===== config.mk =====
export PLATFORM = sky130hd
export DESIGN_NAME = ebs_boot_ctrl
export DESIGN_NICKNAME = d
export VERILOG_FILES = /design/src/include/ebs_pkg.sv /design/src/include/ebs_cs_if.sv /design/src/logic/ebs_boot_ctrl.sv /design/src/logic/ebs_overlay_dec.sv
export SDC_FILE = /design/constraint.sdc
export NUM_CORES = 1
export LEC_CHECK = 0
export BUFFER_PORTS_ARGS = -buffer_cell sky130_fd_sc_hd__buf_2
export CORE_MARGIN = 3
export CORE_UTILIZATION = 30
export CTS_BUF_LIST = sky130_fd_sc_hd__clkbuf_8 sky130_fd_sc_hd__clkbuf_16
export CTS_CLUSTER_DIAMETER = 100
export CTS_CLUSTER_SIZE = 25
export DETAILED_ROUTE_END_ITERATION = 6
export GPL_TIMING_DRIVEN = 0
export SYNTH_ARGS = -nofsm -noshare
export SYNTH_HDL_FRONTEND = slang
export SYNTH_HIERARCHICAL = 1
export SYNTH_SLANG_ARGS = --single-unit

===== constraint.sdc =====
create_clock -name ref_clk -period 1.42 [get_ports ref_clk]
set_input_delay 0.284 -clock ref_clk [delete_from_list [all_inputs] [get_ports ref_clk]]
set_output_delay 0.284 -clock ref_clk [all_outputs]
set_load 0.05 [all_outputs]

===== src/include/ebs_pkg.sv =====
// Purpose: Shared constants and types for the external bus boot and emulation select block
// Assumes: 100 MHz ref_clk, 32-bit external data bus, 24-bit external address
// Notes: Boot word field positions follow the configuration word layout
package ebs_pkg;
    localparam int EBS_CLK_MHZ = 100;
    localparam int EBS_NUM_CS = 7;
    localparam int EBS_ADDR_W = 24;
    localparam int EBS_IDLE_CYCLES = 256;
    localparam logic [8:0] EBS_IDLE_COUNT = 9'h100;
    localparam int EBS_WAITRDC_MAX = 7;
    localparam int EBS_CMULT_MAX = 32;
    localparam logic [7:0] EBS_READ_WAIT_COUNT = 8'(EBS_WAITRDC_MAX * EBS_CMULT_MAX);
    localparam logic [EBS_ADDR_W-1:0] EBS_CFG_ADDR = 24'h000004;
    localparam logic [EBS_ADDR_W-1:0] EBS_FETCH_ADDR = 24'h000000;
    localparam logic [31:0] EBS_EMU_BASE = 32'hde000000;
    localparam logic [7:0] EBS_EMU_SEG_TOP = 8'hde;
    localparam int EBS_WIDTH_BIT = 15;
    localparam int EBS_CMULT_LSB = 12;
    localparam int EBS_BUS_CLOCK_GENERATION_LSB = 10;
    localparam int EBS_WAIT_LSB = 8;
    localparam int EBS_WINV_BIT = 7;
    localparam int EBS_ADDRC_LSB = 5;
    localparam int EBS_WAITRDC_LSB = 2;
    localparam logic [1:0] EBS_PORTW_16 = 2'h1;
    localparam logic [1:0] EBS_PORTW_32 = 2'h2;
    localparam logic [15:0] EBS_BUSCON_RESET = 16'h0000;
    localparam logic [15:0] EBS_BUSAP_RESET = 16'h0000;
    // Emulation defaults: arbitrary neutral presets
    localparam logic [15:0] EBS_EMU_AS_RESET = 16'hde01;
    localparam logic [15:0] EBS_EMU_BC_RESET = 16'h0201;
    localparam logic [15:0] EBS_EMU_BAP_RESET = 16'h001c;
    typedef enum logic [5:0] {
        EBS_RESET = 6'h01,
        EBS_IDLE = 6'h02,
        EBS_READ = 6'h04,
        EBS_APPLY = 6'h08,
        EBS_RUN = 6'h10,
        EBS_OFF = 6'h20
    } ebs_state_type;
endpackage


===== src/include/ebs_cs_if.sv =====
// Purpose: Chip select decode signals between the boot loader and overlay decoder
// Assumes: One clock domain
// Notes: Active high inside; pins invert at the top
`timescale 1ns/1ps
interface ebs_cs_if;
    logic [6:0] cs_hit;
    logic emu_hit;
    logic [6:0] ovl_en;
    logic [6:0] cs_sel;
    logic ovl_sel;
    logic emu_sel;
    modport ctrl (output cs_hit, output emu_hit, output ovl_en, input cs_sel, input ovl_sel, input emu_sel);
    modport dec (input cs_hit, input emu_hit, input ovl_en, output cs_sel, output ovl_sel, output emu_sel);
endinterface


===== src/logic/ebs_boot_ctrl.sv =====
// Purpose: Boot configuration loader and emulation select for the external_bus_unit
// Assumes: Boot memory on boot_chip_select, demultiplexed bus, 16 or 32 bit ROM
// Notes: Local requests are retried during the configuration read
`timescale 1ns/1ps
module ebs_boot_ctrl
    import ebs_pkg::*;
(
    input wire logic ref_clk, // Bus unit clock
    input wire logic rst_b, // Async reset, active low
    input wire logic ext_boot, // External boot strap
    input wire logic emu_boot, // Emulation boot strap
    input wire logic master_pin, // Master/slave config pin
    input wire logic wait_b, // External wait pin
    input wire logic hold_acknowledge_b, // Hold acknowledge pin
    input wire logic [31:0] rd_data, // External read data
    input wire logic lmb_req, // Local bus request
    input wire logic [31:0] lmb_addr, // Local bus address
    input wire logic [6:0] overlay_enable_control, // Overlay enables per select
    input wire logic [6:0] cs_hit, // Region hit per select
    output logic [EBS_ADDR_W-1:0] ext_addr, // External address
    output logic rd_b, // Read strobe, active low
    output logic boot_chip_select_b, // Chip select zero, active low
    output logic [6:0] cs_b, // Regular selects, active low
    output logic overlay_chip_select_b, // Overlay select, active low
    output logic emulation_chip_select_b, // Emulation select, active low
    output logic lmb_retry, // Retry answer
    output logic lmb_error, // Refusal answer
    output logic bus_owner, // Unit owns external bus
    output logic ext_master, // Master mode sampled
    output logic arb_enable, // Arbitration on
    output logic unit_enable, // Unit enabled
    output logic [31:0] cpu_pc, // Start program counter
    output logic pc_load, // Load PC strobe
    output logic fetch_start, // First code fetch
    output logic [1:0] port_width, // Chip select zero width
    output logic [15:0] chip_select_bus_control, // Select zero control
    output logic [15:0] chip_select_access_parameters, // Select zero timing
    output logic [15:0] emulation_address_select, // Emulation region
    output logic [15:0] emulation_bus_control, // Emulation control
    output logic [15:0] emulation_access_parameters, // Emulation timing
    output logic boot_done // Configuration finished
);
    ebs_state_type state, next_state;
    logic [8:0] idle_cnt;
    logic [7:0] wait_cnt;
    logic [2:0] ext_boot_s, emu_boot_s, master_s, hold_acknowledge_s, wait_s;
    logic [31:0] cfg_word;
    logic boot_mode, emu_mode, strap_taken;
    logic [1:0] strap_cnt;
    ebs_cs_if cs ();

    // Straps and pins cross three stages before use
    always_ff @(posedge ref_clk or negedge rst_b) begin
        if (!rst_b) begin
            ext_boot_s <= 3'h0;
            emu_boot_s <= 3'h0;
            master_s <= 3'h0;
            hold_acknowledge_s <= 3'h7;
            wait_s <= 3'h7;
        end else begin
            ext_boot_s <= {ext_boot_s[1:0], ext_boot};
            emu_boot_s <= {emu_boot_s[1:0], emu_boot};
            master_s <= {master_s[1:0], master_pin};
            hold_acknowledge_s <= {hold_acknowledge_s[1:0], hold_acknowledge_b};
            wait_s <= {wait_s[1:0], wait_b};
        end
    end

    wire idle_done = (idle_cnt == EBS_IDLE_COUNT - 9'h001);
    wire read_done = (wait_cnt == EBS_READ_WAIT_COUNT);
    wire in_read = (state == EBS_READ);
    wire emu_region = (lmb_addr[31:24] == EBS_EMU_SEG_TOP);
    // width flag picks 32 or 16
    wire width32 = cfg_word[EBS_WIDTH_BIT];
    wire [15:0] cfg_low = cfg_word[15:0];
    wire [1:0] next_port_width = width32 ? EBS_PORTW_32 : EBS_PORTW_16;
    // wait sampled only outside the config read
    wire wait_eff = in_read ? 1'b0 : ~wait_s[2];

    always_comb begin
        next_state = state;
        case (state)
            EBS_RESET: begin
                if (strap_taken) begin
                    if (emu_mode) begin
                        // no config read on emulation boot
                        next_state = EBS_RUN;
                    end else if (boot_mode) begin
                        next_state = EBS_IDLE;
                    end else begin
                        next_state = EBS_OFF;
                    end
                end
            end
            EBS_IDLE: next_state = idle_done ? EBS_READ : EBS_IDLE;
            EBS_READ: next_state = read_done ? EBS_APPLY : EBS_READ;
            EBS_APPLY: next_state = EBS_RUN;
            EBS_RUN: next_state = EBS_RUN;
            EBS_OFF: next_state = EBS_OFF;
            default: next_state = EBS_RESET;
        endcase
    end

    always_ff @(posedge ref_clk or negedge rst_b) begin
        if (!rst_b) begin
            state <= EBS_RESET;
        end else begin
            state <= next_state;
        end
    end

    // Straps caught once after release, never at reset itself
    // Wait until the sync chain has filled, else the reset zeros are taken
    always_ff @(posedge ref_clk or negedge rst_b) begin
        if (!rst_b) begin
            strap_cnt <= 2'h0;
            strap_taken <= 1'b0;
            boot_mode <= 1'b0;
            emu_mode <= 1'b0;
            ext_master <= 1'b0;
        end else if (!strap_taken) begin
            strap_cnt <= strap_cnt + 2'h1;
            if (strap_cnt == 2'h3) begin
                strap_taken <= 1'b1;
                boot_mode <= ext_boot_s[2];
                emu_mode <= emu_boot_s[2];
                ext_master <= ext_boot_s[2] & master_s[2];
            end
        end
    end

    always_ff @(posedge ref_clk or negedge rst_b) begin
        if (!rst_b) begin
            idle_cnt <= 9'h000;
            wait_cnt <= 8'h00;
        end else begin
            idle_cnt <= (state == EBS_IDLE) ? idle_cnt + 9'h001 : 9'h000;
            wait_cnt <= in_read ? wait_cnt + 8'h01 : 8'h00;
        end
    end

    // single capture of the config word
    always_ff @(posedge ref_clk or negedge rst_b) begin
        if (!rst_b) begin
            cfg_word <= 32'h00000000;
        end else if (in_read && read_done) begin
            cfg_word <= rd_data;
        end
    end

    always_ff @(posedge ref_clk or negedge rst_b) begin
        if (!rst_b) begin
            ext_addr <= EBS_FETCH_ADDR;
            rd_b <= 1'b1;
            boot_chip_select_b <= 1'b1;
            fetch_start <= 1'b0;
        end else begin
            ext_addr <= in_read ? EBS_CFG_ADDR : EBS_FETCH_ADDR;
            rd_b <= ~(in_read && !read_done);
            boot_chip_select_b <= ~(in_read && !read_done);
            // first fetch from zero after apply
            fetch_start <= (state == EBS_APPLY);
        end
    end

    always_ff @(posedge ref_clk or negedge rst_b) begin
        if (!rst_b) begin
            port_width <= EBS_PORTW_16;
            chip_select_bus_control <= EBS_BUSCON_RESET;
            chip_select_access_parameters <= EBS_BUSAP_RESET;
        end else if (state == EBS_APPLY) begin
            port_width <= next_port_width;
            chip_select_bus_control <= {width32, 1'b0, cfg_low[11:10], cfg_low[9:8], cfg_low[7], 9'h000};
            chip_select_access_parameters <= {cfg_low[14:12], 6'h00, cfg_low[6:5], cfg_low[4:2], 2'h0};
        end
    end

    always_ff @(posedge ref_clk or negedge rst_b) begin
        if (!rst_b) begin
            emulation_address_select <= EBS_EMU_AS_RESET;
            emulation_bus_control <= EBS_EMU_BC_RESET;
            emulation_access_parameters <= EBS_EMU_BAP_RESET;
        end else begin
            emulation_address_select <= EBS_EMU_AS_RESET;
            emulation_bus_control <= EBS_EMU_BC_RESET;
            emulation_access_parameters <= EBS_EMU_BAP_RESET;
        end
    end

    always_ff @(posedge ref_clk or negedge rst_b) begin
        if (!rst_b) begin
            cpu_pc <= 32'h00000000;
            pc_load <= 1'b0;
            unit_enable <= 1'b0;
        end else begin
            pc_load <= (state == EBS_RESET) && strap_taken;
            if ((state == EBS_RESET) && strap_taken) begin
                cpu_pc <= emu_mode ? EBS_EMU_BASE : 32'h00000000;
            end
            unit_enable <= (next_state == EBS_RUN);
        end
    end

    // unit owns bus out of reset; arbitration on after an external boot strap, off otherwise
    always_ff @(posedge ref_clk or negedge rst_b) begin
        if (!rst_b) begin
            bus_owner <= 1'b1;
            arb_enable <= 1'b0;
        end else begin
            bus_owner <= (state != EBS_OFF) & hold_acknowledge_s[2];
            arb_enable <= boot_mode & strap_taken;
        end
    end

    // retry during config read; refuse when off, except in the emulation region
    always_ff @(posedge ref_clk or negedge rst_b) begin
        if (!rst_b) begin
            lmb_retry <= 1'b0;
            lmb_error <= 1'b0;
            boot_done <= 1'b0;
        end else begin
            lmb_retry <= lmb_req & (state != EBS_RUN) & (state != EBS_OFF) & ~wait_eff;
            lmb_error <= lmb_req & (state == EBS_OFF) & ~emu_region;
            boot_done <= (state == EBS_RUN);
        end
    end

    assign cs.emu_hit = emu_region & lmb_req & (state == EBS_RUN);
    assign cs.cs_hit = cs_hit & {7{state == EBS_RUN}};
    assign cs.ovl_en = overlay_enable_control;

    ebs_overlay_dec u_dec (
        .cs(cs)
    );

    // inverted overlay select drives external gating
    always_ff @(posedge ref_clk or negedge rst_b) begin
        if (!rst_b) begin
            cs_b <= 7'h7f;
            overlay_chip_select_b <= 1'b1;
            emulation_chip_select_b <= 1'b1;
        end else begin
            cs_b <= ~cs.cs_sel;
            overlay_chip_select_b <= ~cs.ovl_sel;
            emulation_chip_select_b <= ~cs.emu_sel;
        end
    end
endmodule


===== src/logic/ebs_overlay_dec.sv =====
// Purpose: Per chip select overlay and emulation select generation
// Assumes: Hits come from the address compare of the current access
// Notes: Overlay uses the timing of the regular chip select it shadows
`timescale 1ns/1ps
module ebs_overlay_dec (
    ebs_cs_if.dec cs // Decode group
);
    wire [6:0] ovl_hit;
    genvar i;
    generate
        for (i = 0; i < 7; i++) begin : g_ovl
            assign ovl_hit[i] = cs.cs_hit[i] & cs.ovl_en[i];
        end
    endgenerate
    assign cs.ovl_sel = |ovl_hit;
    assign cs.cs_sel = cs.cs_hit;
    assign cs.emu_sel = cs.emu_hit;
endmodule


==> impl_results.md <==
- Row Count: 44
- Crit Path Category: reg -> reg
- Critical-path cell list: nor4_4 > buf_4 > and3_4 > a222oi_1 > nand3_1 > inv_1
- Period minus WS final: 1540 ps
- Area contributors post-synth: dfrtp_1 40%, buf_4 21%, dfstp_2 11%
- List of most frequent post-synthesis cells: 130 x buf_4, 74 x dfrtp_1, 22 x inv_1
- Final Instance Count excl. Fillers: 816
- CTS tree: yes
- Clock sinks: just over 90
- Post-Place Cells: 773
- CTS max path bufs: 2
- Failing checks: setup timing
- Die Y: 130 µm
- Largest net degree at the start of global routing: 61
- Placed Area: 0.00575 mm²
- Setup violations, final: 37
- Clock skew: 9.18 ps
- WL per Instance: 11.4 µm
- Post-Synth Simple-Gate Area: 0.104
- Synthesized-area fraction occupied by adder cells: 0.0135
- Fmax: between 600 and 700 MHz
- Port Buf Inserts: 86
- Initial Utilization: 0.312
- Synthesized area: 0.00463 mm²
- Post-synth EDFFs: 0
- YS warnings: 6
- RSZ-0062 raised after global routing: true
- Share of cells above drive strength 1: 0.557
- Final Max Slew Viols: 0
- Worst hold path class: in -> reg
- H-tree Lvls: 3
- Multiplexer area fraction after synthesis: 0.0844
- Period Utilization, post-route: 1.09
- Status: complete, but fails checks
- Register area share after synthesis: 0.508
- Initial antenna violation count: 0
- Fillers: 1373
- Top FF cell, synth: dfrtp_1
- # Max-Cap Violations: 0
- Routed WL: 9280 µm
- Inserted Diodes: 0
- Global Route Usage Sum: 0.107
- Yosys top cell area share: 0.400
- Vias per cell: 3.75
- Post-route cell area: 0.00660 mm²
- I/O pin count: ~240
- Synth cell types: 44
- Total number of vias: slightly above 3000
- Crit path largest cell delay: 600 ps
- Pwr per Cell Area: 1310 mW/mm²
- Residual DRC: 0
- Total Nets Final: approximately 720
- Synth Area in XOR/XNOR: 0.0227
- Worst Setup Start Kind: flop
- Root buf cell: clkbuf_16
- Data required, critical path: around 1700 ps
- Clk_lat worst skew: 340 ps
- CTS clock-pin slew for the worst setup and hold paths: 70 ps
- Core box area: 0.0148 mm²
- Initial DRC Count: around 110
- Crit path DAT: 1830 ps
- Largest family of logic cells by synthesized area: buffers and inverters
- Ys async rst share: 1.00
- Synthesized flop and latch total: 93
- Synth Area in Compound Gates: 0.0257
- Gr ovfl total: 0
- GPL Wtd Cong: between 0.7 and 0.8
- Vias in the first global route: 2886
- Syn-to-layout area delta: 42.7%
- 1st-pass router iterations: 4
- Final worst slack: -121 ps
- Synth area leader: dfrtp_1
- Final HPWL DP: 6640 µm
- Peak supply drop: 0.000545 V
- Syn Inst Count: 389
- TritonCTS Buffers: 9
- First-pass GRT wire length: 14300 µm
- Antenna Nets Post-Route: 0
- Synth Area per Inst: 11.9 µm²
- Crit-path max FO: 7
- Count leader, synth: buf_4
- Static Leakage: approximately 0.0036 µW
- CP max stage cell: dfstp_2
- Fin. Hold Viols: 0
- Die ar.: 0.0169 mm²
- Crit end category: flop
- Die outline width: 130 µm
metrics by stage:
stage / hold slack, ps / setup TNS (ps) / util / power, µW / worst slack, ps
floorplan: -11.6 / -840 / - / 5120 / -93.3
global placement: 335 / -67290 / 0.386 / 5500 / -776
detailed placement: 265 / -5370 / 0.388 / 5540 / -263
CTS: 8.91 / -1870 / 0.432 / 8500 / -93.9
global route: 13.5 / -4590 / 0.446 / 9040 / -203
finish: 33.1 / -2320 / 0.446 / 8660 / -121
path summary, 6_finish.rpt:
check / startpoint / endpoint / slack (ps) / depth (start not counted)
worst max register to register: state[0] / overlay_chip_select_b / -120 / 6
worst max-delay path: state[0] / overlay_chip_select_b / -120 / 6
worst min register to register: master_s[1] / master_s[2] / 350 / 0
max in group asynchronous: rst_b / emulation_chip_select_b / 310 / 3
worst min-delay path: hold_acknowledge_b / hold_acknowledge_s[0] / 30 / 1
min in group asynchronous: rst_b / emu_boot_s[2] / 430 / 2
cell type report:
| class | count | area [µm²] | share of cell area |
|---|---|---|---|
| Clock buffer | 10 | 250 | 0.0379 |
| Sequential cell | 93 | 2360 | 0.358 |
| Inverter | 22 | 82.6 | 0.0125 |
| Multi-Input combinational cell | 252 | 1750 | 0.265 |
| Buffer | 134 | 1050 | 0.159 |
| Tap cell | 184 | 230 | 0.0349 |
| Clock inverter | 6 | 85.1 | 0.0129 |
| Timing Repair Buffer | 115 | 793 | 0.120 |
what timing repair did:
item / CTS / global route
endpoints found under the hold margin: 29 / 0
hold buffers: 1 / 0
gates resized for setup: 46 / 42
pin swaps: 11 / 12
setup buffers: 17 / 10
endpoints found under the setup margin: 58 / 66
layer usage:
metal / share of wire / global-route usage / vias up
met3: 0.055 / 0.0192 / 12
met1: 0.38 / 0.126 / 1447
met5: 0 / 0 / -
met2: 0.54 / 0.186 / 102
li1: - / - / 1501
met4: 0.021 / 0.0556 / 0
report_power, final:
part | internal [µW] | leakage [µW] | switching, µW
Clock | 1650 | 0.000165 | 1030
Sequential | 2880 | 0.00118 | 132
Combinational | 1050 | 0.00227 | 1920
Total | 5590 | 0.00362 | 3080
critical path, delay by kind of cell (launching register included):
family,cells,cell delay [ps]
buffers and inverters,2,220
AND/OR/NAND/NOR,3,340
AO/OA/AOI/OAI,1,330
flip-flops,1,600
sequential cells by signal (all words and copies together), names as in the netlist, 2 cells and up:
register / cells
ext_boot_s: 3
master_s: 3
cs_b: 7
chip_select_access_parameters: 8
chip_select_bus_control: 5
port_width: 2
strap_cnt: 2
hold_acknowledge_s: 3
state: 6
idle_cnt: 9
emu_boot_s: 3
wait_s: 3
cfg_word: 14
wait_cnt: 8
layout by cell type (no fill, tap or decap), drive strengths merged, types with 7 or more instances in the layout:
master / instances
and3: 10
buf: 241
clkbuf: 17
conb: 115
dfrtp: 74
dfstp: 19
inv: 24
mux2: 30
nand2: 7
nand3: 10
nor2: 19
o21ai: 8
xnor2: 7
kinds of logic (layout without fill, tap and decap cells):
group | count (synthesis) | count (layout)
flip-flops | 93 | 93
adder cells (fa/ha/maj) | 5 | 5
AND/OR/NAND/NOR | 73 | 73
XOR/XNOR | 12 | 12
buffers and inverters | 157 | 287
AO/OA/AOI/OAI | 17 | 17
other | 2 | 115
multiplexers | 30 | 30
Power figures use the tool's default switching activity.
